==> config.mk <==
export PLATFORM = sky130hd
export DESIGN_NAME = prebyte_decoder
export DESIGN_NICKNAME = d
export VERILOG_FILES = /design/src/decode_pkg.sv /design/src/opcode_class.sv /design/src/prebyte_decoder.sv
export SDC_FILE = /design/constraint.sdc
export NUM_CORES = 1
export LEC_CHECK = 0
export ABC_AREA = 0
export BUFFER_PORTS_ARGS = -buffer_cell sky130_fd_sc_hd__buf_2
export CELL_PAD_IN_SITES_DETAIL_PLACEMENT = 1
export CELL_PAD_IN_SITES_GLOBAL_PLACEMENT = 2
export CORE_ASPECT_RATIO = 1.25
export CORE_MARGIN = 3
export CORE_UTILIZATION = 32
export CTS_BUF_LIST = sky130_fd_sc_hd__clkbuf_8
export CTS_CLUSTER_DIAMETER = 200
export DETAILED_ROUTE_END_ITERATION = 7
export GPL_TIMING_DRIVEN = 0
export PLACE_DENSITY_LB_ADDON = 0.1
export SETUP_SLACK_MARGIN = 0.15
export SLEW_MARGIN = 10
export SYNTH_ARGS = -nofsm -noshare
export SYNTH_HDL_FRONTEND = slang
export SYNTH_SLANG_ARGS = --single-unit
==> constraint.sdc <==
create_clock -name CLK -period 3.98 [get_ports CLK]
set_clock_uncertainty 0.2 [all_clocks]
set_input_delay 0.199 -clock CLK [delete_from_list [all_inputs] [get_ports CLK]]
set_output_delay 0.199 -clock CLK [all_outputs]
set_load 0.05 [all_outputs]
==> src/decode_pkg.sv <==
// Purpose: Shared constants and types for the prebyte and opcode decoder
// Assumes: 8-bit instruction bytes, 16-bit program counter
// Notes: Opcode map below is a compact legal set; codes outside it are illegal
package decode_pkg;

  localparam logic [7:0] PRE_X_TO_Y = 8'h90;
  localparam logic [7:0] PRE_IND_X_TO_Y = 8'h91;
  localparam logic [7:0] PRE_MAKE_IND = 8'h92;

  localparam int unsigned INSN_COUNT = 63;
  localparam int unsigned GROUP_COUNT = 13;
  localparam int unsigned MAX_INSN_BYTES = 4;
  localparam int unsigned MAX_OPERAND_BYTES = 2;

  // Addressing modes, from opcode high nibble
  typedef enum logic [3:0] {
    AM_BITDIR = 4'h0,
    AM_BITOP = 4'h1,
    AM_REL = 4'h2,
    AM_SHDIR = 4'h3,
    AM_INH_A = 4'h4,
    AM_SHIDX = 4'h6,
    AM_IDX = 4'h7,
    AM_SYS = 4'h8,
    AM_MISC = 4'h9,
    AM_IMM = 4'hA,
    AM_DIR = 4'hB,
    AM_EXT = 4'hC,
    AM_LIDX = 4'hD,
    AM_SIDX = 4'hE,
    AM_XIDX = 4'hF
  } amode_t;

  typedef enum logic [6:0] {
    S_IDLE = 7'b0000001,
    S_OPC = 7'b0000010,
    S_OPR1 = 7'b0000100,
    S_OPR2 = 7'b0001000,
    S_PTR = 7'b0010000,
    S_PTR2 = 7'b0100000,
    S_DONE = 7'b1000000
  } dstate_t;

  typedef enum logic [1:0] {
    IDX_NONE = 2'h0,
    IDX_X = 2'h1,
    IDX_Y = 2'h2
  } idx_t;

  localparam logic [7:0] BYTE_ZERO = 8'h00;
  localparam logic [15:0] WORD_ZERO = 16'h0000;

endpackage : decode_pkg

==> src/opcode_class.sv <==
// Purpose: Classifies one opcode: legality, operand count, mode
// Assumes: Pure combinational, same clock domain as caller
// Notes: Table is a compact legal map of the instruction set
`timescale 1ns/1ps
module opcode_class (
  // Opcode in
  input wire logic [7:0] opc,
  // Classification out
  output logic legal,
  output logic [1:0] n_operands,
  output logic is_rel,
  output logic is_xidx,
  output logic is_bit_rel
);
  import decode_pkg::*;

  logic [3:0] hi;
  logic [3:0] lo;

  always_comb begin
    hi = opc[7:4];
    lo = opc[3:0];
    legal = 1'b1;
    n_operands = 2'd0;
    is_rel = 1'b0;
    is_xidx = 1'b0;
    is_bit_rel = 1'b0;
    case (hi)
      AM_BITDIR: begin
        n_operands = 2'd2;
        is_bit_rel = 1'b1;
      end
      AM_BITOP: n_operands = 2'd1;
      AM_REL: begin
        n_operands = 2'd1;
        is_rel = 1'b1;
      end
      AM_SHDIR: begin
        n_operands = 2'd1;
        legal = (lo != 4'h2) && (lo != 4'h5) && (lo != 4'hB);
      end
      AM_INH_A, 4'h5: legal = (lo != 4'h1) && (lo != 4'h5) && (lo != 4'hB);
      AM_SHIDX: begin
        n_operands = 2'd1;
        is_xidx = 1'b1;
        legal = (lo != 4'h1) && (lo != 4'h5) && (lo != 4'hB);
      end
      AM_IDX: begin
        is_xidx = 1'b1;
        legal = (lo != 4'h1) && (lo != 4'h5) && (lo != 4'hB);
      end
      AM_SYS: legal = (lo == 4'h0) || (lo == 4'h1) || (lo == 4'h3) || (lo == 4'h4)
        || (lo == 4'h5) || (lo == 4'h6) || (lo == 4'h8) || (lo == 4'hE) || (lo == 4'hF);
      AM_MISC: begin
        legal = (lo >= 4'h3);
        n_operands = 2'd0;
      end
      AM_IMM: begin
        n_operands = 2'd1;
        legal = (lo != 4'h7) && (lo != 4'hC);
        is_rel = (lo == 4'hD);
      end
      AM_DIR: n_operands = 2'd1;
      AM_EXT: n_operands = 2'd2;
      AM_LIDX: begin
        n_operands = 2'd2;
        is_xidx = 1'b1;
      end
      AM_SIDX: begin
        n_operands = 2'd1;
        is_xidx = 1'b1;
      end
      AM_XIDX: is_xidx = 1'b1;
      default: legal = 1'b0;
    endcase
  end

endmodule : opcode_class

==> src/prebyte_decoder.sv <==
// Function
// - Relative target is PC plus sign-extended 8-bit offset.
// - Direct relative takes offset from byte after opcode.
// - Indirect relative reads offset from address in byte after opcode.
// - Instructions span one to four bytes including optional prebyte.
// - Zero to two operand bytes follow opcode per addressing mode.
// - Prebyte sits just before opcode and modifies its meaning.
// - Prebyte 90 switches X-based instruction to Y.
// - Prebyte 92 makes direct, bit or relative forms indirect.
// - Prebyte 92 on X-indexed gives indirect X-indexed.
// - Prebyte 91 turns X indirect indexed into Y indirect indexed.
// - Byte neither opcode nor prebyte raises system reset.
// - Valid prebyte with valid opcode never raises illegal reset.
// - Decoder covers 63 instructions in 13 groups.
// - Short indirect indexed: byte pointer plus index, up to 1FE.
// - Long indirect indexed: word pointer plus index, 64 Kbyte space.
//
// Purpose: Fetch-side decode of prebyte, opcode and operand bytes
// Assumes: Memory answers a read request with byte and valid, any latency
// Notes: Effective address and branch target are held until the next S_DONE cycle
`timescale 1ns/1ps
module prebyte_decoder (
  // Clock and reset
  input wire logic CLK,
  input wire logic RST_B,
  // Program memory byte stream
  output logic FETCH_REQ,
  output logic [15:0] FETCH_ADDR,
  input wire logic [7:0] FETCH_DATA,
  input wire logic FETCH_VALID,
  // Control from datapath
  input wire logic START,
  input wire logic [15:0] PC_IN,
  input wire logic [7:0] X_REG,
  input wire logic [7:0] Y_REG,
  // Decoded instruction
  output logic DEC_VALID,
  output logic [7:0] DEC_OPCODE,
  output logic [7:0] DEC_PREBYTE,
  output logic [2:0] DEC_LENGTH,
  output logic [15:0] DEC_EA,
  output logic [15:0] DEC_BRANCH_PC,
  output logic [1:0] DEC_INDEX,
  output logic DEC_INDIRECT,
  output logic [15:0] DEC_NEXT_PC,
  // Reset controller
  output logic ILLEGAL_RESET
);
  import decode_pkg::*;

  dstate_t state_q;
  logic [15:0] pc_q;
  logic [15:0] ptr_addr_q;
  logic [7:0] pre_q;
  logic [7:0] opc_q;
  logic [7:0] opr1_q;
  logic [7:0] opr2_q;
  logic [7:0] ptr_hi_q;
  logic [2:0] len_q;
  logic [1:0] need_q;
  logic long_ptr_q;
  logic illegal_q;
  logic [15:0] ea_q;
  logic [15:0] bpc_q;
  logic valid_q;

  logic legal;
  logic [1:0] n_opr;
  logic is_rel;
  logic is_xidx;
  logic is_bit_rel;

  function automatic logic is_prebyte(input logic [7:0] b);
    is_prebyte = (b == PRE_X_TO_Y) || (b == PRE_IND_X_TO_Y) || (b == PRE_MAKE_IND);
  endfunction : is_prebyte

  function automatic logic [15:0] rel_target(input logic [15:0] pc, input logic [7:0] off);
    rel_target = pc + {{8{off[7]}}, off};
  endfunction : rel_target

  opcode_class u_class (
    .opc(FETCH_DATA),
    .legal(legal),
    .n_operands(n_opr),
    .is_rel(is_rel),
    .is_xidx(is_xidx),
    .is_bit_rel(is_bit_rel)
  );

  logic indirect;
  logic [7:0] idx_val;
  assign indirect = (pre_q == PRE_MAKE_IND) || (pre_q == PRE_IND_X_TO_Y);
  assign idx_val = ((pre_q == PRE_X_TO_Y) || (pre_q == PRE_IND_X_TO_Y)) ? Y_REG : X_REG;

  // ****************************************
  // Fetch sequence
  // ****************************************
  always_ff @(posedge CLK or negedge RST_B) begin
    if (!RST_B) begin
      state_q <= S_IDLE;
      pc_q <= WORD_ZERO;
      pre_q <= BYTE_ZERO;
      opc_q <= BYTE_ZERO;
      opr1_q <= BYTE_ZERO;
      opr2_q <= BYTE_ZERO;
      ptr_hi_q <= BYTE_ZERO;
      ptr_addr_q <= WORD_ZERO;
      len_q <= 3'd0;
      need_q <= 2'd0;
      long_ptr_q <= 1'b0;
      illegal_q <= 1'b0;
      valid_q <= 1'b0;
    end else begin
      illegal_q <= 1'b0;
      valid_q <= 1'b0;
      case (state_q)
        S_IDLE: if (START) begin
          pc_q <= PC_IN;
          pre_q <= BYTE_ZERO;
          opr1_q <= BYTE_ZERO;
          opr2_q <= BYTE_ZERO;
          ptr_hi_q <= BYTE_ZERO;
          len_q <= 3'd0;
          state_q <= S_OPC;
        end
        S_OPC: if (FETCH_VALID) begin
          pc_q <= pc_q + 16'h0001;
          len_q <= len_q + 3'd1;
          if (is_prebyte(FETCH_DATA) && pre_q == BYTE_ZERO) begin
            pre_q <= FETCH_DATA;
          end else if (!legal) begin
            illegal_q <= 1'b1;
            state_q <= S_IDLE;
          end else begin
            opc_q <= FETCH_DATA;
            need_q <= (indirect && n_opr == 2'd2 && !is_bit_rel) ? 2'd1 : n_opr;
            long_ptr_q <= (FETCH_DATA[7:4] == AM_LIDX) || (FETCH_DATA[7:4] == AM_EXT);
            state_q <= (n_opr == 2'd0) ? S_DONE : S_OPR1;
          end
        end
        S_OPR1: if (FETCH_VALID) begin
          pc_q <= pc_q + 16'h0001;
          len_q <= len_q + 3'd1;
          opr1_q <= FETCH_DATA;
          if (indirect && opc_q[7:4] != AM_IMM && (need_q == 2'd1 || is_bit_rel_q)) begin
            ptr_addr_q <= {BYTE_ZERO, FETCH_DATA};
            state_q <= S_PTR;
          end else begin
            state_q <= (need_q == 2'd2) ? S_OPR2 : S_DONE;
          end
        end
        S_OPR2: if (FETCH_VALID) begin
          pc_q <= pc_q + 16'h0001;
          len_q <= len_q + 3'd1;
          opr2_q <= FETCH_DATA;
          state_q <= S_DONE;
        end
        S_PTR: if (FETCH_VALID) begin
          ptr_hi_q <= FETCH_DATA;
          ptr_addr_q <= ptr_addr_q + 16'h0001;
          state_q <= long_ptr_q ? S_PTR2 : (is_bit_rel_q ? S_OPR2 : S_DONE);
        end
        S_PTR2: if (FETCH_VALID) begin
          opr2_q <= FETCH_DATA;
          state_q <= S_DONE;
        end
        S_DONE: begin
          valid_q <= 1'b1;
          state_q <= S_IDLE;
        end
        default: state_q <= S_IDLE;
      endcase
    end
  end

  // ****************************************
  // Address and target forming
  // ****************************************
  logic is_bit_rel_q;
  logic is_xidx_q;
  logic [15:0] base;
  logic [7:0] offset;
  always_comb begin
    base = {BYTE_ZERO, opr1_q};
    offset = opr1_q;
    if (indirect && long_ptr_q) begin
      base = {ptr_hi_q, opr2_q};
    end else if (indirect) begin
      base = {BYTE_ZERO, ptr_hi_q};
    end else if (long_ptr_q) begin
      base = {opr1_q, opr2_q};
    end
    if (is_bit_rel_q) begin
      offset = opr2_q;
    end else if (indirect) begin
      offset = ptr_hi_q;
    end
  end

  always_ff @(posedge CLK or negedge RST_B) begin
    if (!RST_B) begin
      is_bit_rel_q <= 1'b0;
      is_xidx_q <= 1'b0;
    end else if (state_q == S_OPC && FETCH_VALID && legal && !is_prebyte(FETCH_DATA)) begin
      is_bit_rel_q <= is_bit_rel;
      is_xidx_q <= is_xidx;
    end
  end

  always_ff @(posedge CLK or negedge RST_B) begin
    if (!RST_B) begin
      ea_q <= WORD_ZERO;
      bpc_q <= WORD_ZERO;
    end else if (state_q == S_DONE) begin
      ea_q <= is_xidx_q ? base + {BYTE_ZERO, idx_val} : base;
      bpc_q <= rel_target(pc_q, offset);
    end
  end

  // ****************************************
  // Outputs
  // ****************************************
  assign FETCH_REQ = (state_q == S_OPC) || (state_q == S_OPR1) || (state_q == S_OPR2)
    || (state_q == S_PTR) || (state_q == S_PTR2);
  assign FETCH_ADDR = ((state_q == S_PTR) || (state_q == S_PTR2)) ? ptr_addr_q : pc_q;
  assign ILLEGAL_RESET = illegal_q;
  assign DEC_VALID = valid_q;
  assign DEC_OPCODE = opc_q;
  assign DEC_PREBYTE = pre_q;
  assign DEC_LENGTH = len_q;
  assign DEC_EA = ea_q;
  assign DEC_BRANCH_PC = bpc_q;
  assign DEC_INDEX = !is_xidx_q ? IDX_NONE
    : (((pre_q == PRE_X_TO_Y) || (pre_q == PRE_IND_X_TO_Y)) ? IDX_Y : IDX_X);
  assign DEC_INDIRECT = indirect;
  assign DEC_NEXT_PC = pc_q;

endmodule : prebyte_decoder

Word-level counts from Yosys, hierarchy flattened --
Index checks and enable logic that the tools add are counted.
Cells by class: $add $sub $neg 5, order comparisons 1, eq/ne operators 55, mux-type cells 51, bitwise gates (word level) 1, reduce and logical (&&, ||, !) cells 59
Operator list (number):
- $mux W16 | 10
- $mux W7 | 12
- $pmux W16 S2 | 2
- $pmux W8 S2 | 4
- $mux W8 | 7
- $eq A8 B8 Y1 const B | 6
- $eq A4 B4 Y1 const B | 11
- $pmux W7 S5 | 1
- $add A16 B1 Y16 const B | 2
- $eq A4 B3 Y1 const B | 7
- $logic_or A1 B1 Y1 | 19
- $add A16 B16 Y16 | 1
- $add A16 B8 Y16 | 1
- $logic_and A1 B1 Y1 | 14
- $ne A2 B2 Y1 const B | 7
- $eq A4 B2 Y1 const B | 3
- $ne A4 B4 Y1 const B | 3
- $reduce_and A3 Y1 | 4
- $reduce_and A4 Y1 | 3
- $reduce_bool A2 Y1 | 6
- $eq A4 B1 Y1 const B | 2
- $logic_not A4 Y1 | 2
- $logic_not A8 Y1 | 1
- $ne A4 B3 Y1 const B | 2
- other kinds (29) | 42
Storage, ports and cells: register bits 121, bits of input ports 44, word-level logic and storage cells 189

Depth between registers and ports, before layout --
depth after elaboration 14, depth in mapped cells 16, depth with buffers taken out 15

Cells and area by module --
From an unflattened synthesis, not the netlist that was laid out.
Unflattened totals: cells, all modules 891, area, all modules 7786.2 µm²
Modules (own cells, without submodules):
- prebyte_decoder | instances 1, cells each 851, area each 7554.7 µm², seq. area each 3029.2 µm²
- opcode_class | instances 1, cells each 40, area each 231.5 µm², seq. area each 0.0 µm²

Worst setup path after synthesis --
OpenSTA, ideal clock, no wires.
path kind register to register, from register pre_q[3] (netlist: DEC_PREBYTE[3]), to register ea_q[14] (netlist: DEC_EA[14]), setup time 0.093 ns, data arrival time 3.903 ns, slack -0.216 ns, stages on the path, launching flop included 14, path buffers 0, clock period less this slack 4.196 ns, path through dfrtp_1 -> or4_4 -> nor3_2 -> mux2_2 -> ha_1 -> inv_1 -> fa_1 -> nor2b_1 -> o31a_1 -> o21bai_1 -> a21oi_1 -> or4b_1 -> xor2_1 -> o31ai_2
Between the ends: word-level cells in the longest chain between the ends 6, elaborated cells on any way between the ends 11
Ends and longest elaborated chain:
- start, declared | RTL line prebyte_decoder.sv:54 | logic [7:0] pre_q;
- start signal, assigned | RTL line prebyte_decoder.sv:102 | pre_q <= BYTE_ZERO;
- start signal, assigned | RTL line prebyte_decoder.sv:119 | pre_q <= BYTE_ZERO;
- start signal, assigned | RTL line prebyte_decoder.sv:130 | pre_q <= FETCH_DATA;
- $eq A8 B8 Y1, on equally long branches | RTL line prebyte_decoder.sv:92, prebyte_decoder.sv:93
- $logic_or A1 B1 Y1 | RTL line prebyte_decoder.sv:92 | assign indirect = (pre_q == PRE_MAKE_IND) || (pre_q == PRE_IND_X_TO_Y);
- $mux W16 or $logic_and A1 B1 Y1 (tied branches) | RTL line prebyte_decoder.sv:188, prebyte_decoder.sv:186
- $mux W16 | RTL line prebyte_decoder.sv:186 | if (indirect && long_ptr_q) begin
- $add A16 B8 Y16 | RTL line prebyte_decoder.sv:215 | ea_q <= is_xidx_q ? base + {BYTE_ZERO, idx_val} : base;
- $mux W16 * | RTL line prebyte_decoder.sv:215
- end signal, assigned | RTL line prebyte_decoder.sv:215
- end, declared | RTL line prebyte_decoder.sv:63 | logic [15:0] ea_q;
Mark *: on every way between the ends. The rest lies on a longest branch, timed or not. A chain may end at the register's enable or synchronous reset.

Final worst setup path --
from register pre_q[2] (netlist: DEC_PREBYTE[2]), to register ea_q[14] (netlist: DEC_EA[14])
Same word-level chain as after synthesis.

==> flow_summary.ini <==
[outcome]
status = finished clean

[finish]
stdcell_count = 1408
antenna_cells = 0
fin_nets = 1147
design_area_sq_um = 10000
drive_above_1_share = 0.283
area_growth_pct = 29.8

[critical_path]
crit_family = simple AND/OR/NAND/NOR gates
worst-r2r-cell-count = 14
cp.arrival_ps = 4040
cp_cell_sequence = or4_4 -> nor3_4 -> buf_12 -> mux2_4 -> ha_4 -> inv_2 -> fa_2 -> nor2b_4 -> o31a_1 -> o21bai_1 -> a21oi_2 -> or4b_4 -> xor2_2 -> o31ai_2
cp.depth = 14
cpMaxStageDelayCell = or4_4
cp-start-kind = flip-flop
r2r_start = DEC_PREBYTE[2]
startpoint = DEC_PREBYTE[2]
slowest_delay_ps = 580
required_ps = 4150
critPathCaptureType = flip-flop
crit_fanout = 6
cp.buffers_inverters = 2
setup.worst_path.class = reg2reg

[logic_synthesis]
ys_ff_latch = 121
syn_inst = 880
postSynthAreaPerCell_sq_um = 8.77
synth_warnings = 0
synth_cell_type_count = 70
synth_edf_count = 0
synthesis.nets = 952
synth_area_sq_um = 7720
yosysSeqAreaShare = 0.393
synth_ff_type = dfrtp_1
async_flop_share = 1.00

[floorplanning]
rows = 62
dieArea_sq_um = 26000
die_w_um = 145
ioPinCount = 133
core-area_sq_um = 23300
die-height_um = 180
initial_core_util = 0.330

[global_routing]
grt_start_max_net_pins = 79
grt_pass1_vias = 7735
antenna_found_initial = 0
track_usage = 0.215
overflow = 0
grt_pass1_wl_um = 43700

[detailed_routing]
wl_per_cell_um = 19.7
dr.pass1.iters = 6
ant_nets = 0
route.detailed.drc = 0
drtIter0Drc = 276
vias = 7346
via_per_inst = 5.22
routed_wl_um = 27800

[power_and_ir_drop]
vdd_ir_drop_max_mv = 0.489
p_per_area_nw_per_um2 = 707
p_leak_nw = 4.54

[placed_design]
portBuffers = 130
dpl.cell_count = 1331
hpwl_um = 20300
place.gp.congestion = 0.788
placed_cell_area_sq_um = 8820
pre_cts_ws_ps = -449

[cts]
htree_levels = 4
clkTransAtPathRegs_ps = 90
cts_buffers = 17
cts_root_buffer = clkbuf_8
clock_path_buffers = 2
tritoncts = done
clock-sinks = 121
clock_latency_ps = 460

[timing]
fmaxAchievable_mhz = 258
tightest_slew_ps = 822
hold_viol = 0
finalCriticalPeriod_ps = 3880
whs_ps = 14.8
setup_violations = 0
postLayoutSetupSlackWorst_ps = 101
maxSlewHeadroom = 0.448
rsz0062_at_grt = true
fin_crit_sh = 0.975
drv_slew = 0

[min_path]
holdCritPathClass = in2async

[job]
drv_cap = 0
## routing by layer
metal  GRT usage  vias up  part of all wire
met5           0        -                 0
met4      0.0523        0             0.011
met3      0.0306       21             0.024
met2       0.367      116              0.51
met1       0.284     3670              0.45
li1            -     3539                 -
## state kept, by name, indices dropped and copies added, names as in the netlist, 3 cells and up
register / flops
opr1_q: 8
ptr_addr_q: 16
DEC_PREBYTE: 8
opr2_q: 8
DEC_LENGTH: 3
DEC_NEXT_PC: 16
state_q: 7
ptr_hi_q: 8
DEC_BRANCH_PC: 16
DEC_OPCODE: 8
DEC_EA: 16
## cell families (layout without fill, tap and decap cells)
logic type               after synthesis  in the layout  synth area share
AND/OR/NAND/NOR                      318            318             0.203
AO/OA/AOI/OAI                        241            241             0.189
flip-flops                           121            121             0.393
buffers and inverters                 78            286            0.0454
multiplexers                          56             56            0.0791
XOR/XNOR                              38             38            0.0431
adder cells (fa/ha/maj)               28             28            0.0473
## through the flow
step	power (mW)	utilization	setup TNS [ps]
after floorplan	4.60	-	0
after global placement	5.65	0.376	-2630
after detailed placement	5.69	0.378	-3230
after CTS	6.97	0.410	0
after global routing	7.54	0.429	-32.1
final	7.08	0.429	0
## cells in the final DEF (no fill, tap or decap), types with 10 or more instances in the layout
cell type,count
buf_2,137
nand2_1,123
dfrtp_1,116
o21ai_0,80
nor2_1,62
a21oi_1,54
clkbuf_1,37
mux2_2,36
nand3_1,34
inv_1,24
xor2_1,22
buf_4,19
dlygate4sd3_1,19
clkbuf_8,17
a21o_1,15
nor3_1,14
and3_1,14
ha_1,14
xnor2_1,13
mux2i_1,12
and2_1,10
nand4_1,10
a31oi_1,10
## synthesized netlist by cell type (3+ instances only)
cell         n  area, sq um
nor4_1       6         37.5
a2bb2oi_1    9         78.8
mux2i_1     16          160
a211oi_1     5         37.5
nor2_1      64          240
nor2b_1      5         31.3
ha_1        26          325
xnor2_1     14          123
xor2_1      24          210
nand3_1     35          175
o22ai_1      8         50.1
nand2_1    123          462
a31oi_1     12         75.1
a21oi_1     61          305
mux2_2      40          450
and2_1      11         68.8
clkbuf_1    37          139
nor3_1      14         70.1
and3_1      14         87.6
dfrtp_1    120         3000
o31ai_1      9         67.6
a21o_1      15          113
buf_2        8         40.0
or3_1        5         31.3
nand2b_1     7         43.8
o21ai_0     87          435
nor4_4       4         85.1
nand4_1     10         62.6
o21a_1       4         30.0
nor3b_1      4         30.0
buf_6        3         33.8
nand3b_1     3         22.5
inv_1       25         93.8
## where the power goes
group | internal (mW) | switching, mW | leakage, nW | total [mW]
combinational | 1.21 | 2.77 | 2.79 | 3.98
clock | 0.582 | 0.632 | 0.208 | 1.21
sequential | 1.54 | 0.347 | 1.54 | 1.89
## layout make-up
type | count | area (sq um)
multi-input combinational | 681 | 4680
clock buffer | 17 | 234
tap | 320 | 400
buffer | 51 | 258
sequential | 121 | 3030
fill | 2756 | 13300
timing repair buffer | 176 | 1120
clock inverter | 15 | 180
inverter | 27 | 104
## timing repair
item	in CTS	in global routing
setup buffers	8	18
setup endpoints to repair	20	14
pin swaps	6	30
hold endpoints to repair	140	0
resized for setup	16	59
hold buffers	19	0
## path summary, 6_finish.rpt
| path | endpoint | slack (ps) |
|---|---|---|
| setup / recovery | DEC_EA[14] | 100 |
| hold / removal | DEC_PREBYTE[6] | 10 |
| setup reg to reg | DEC_EA[14] | 100 |
| hold reg to reg | DEC_EA[2] | 270 |
| max in group asynchronous | state_q[0] | 2770 |
| min in group CLK | ILLEGAL_RESET | 40 |
Power figures use the tool's default switching activity.
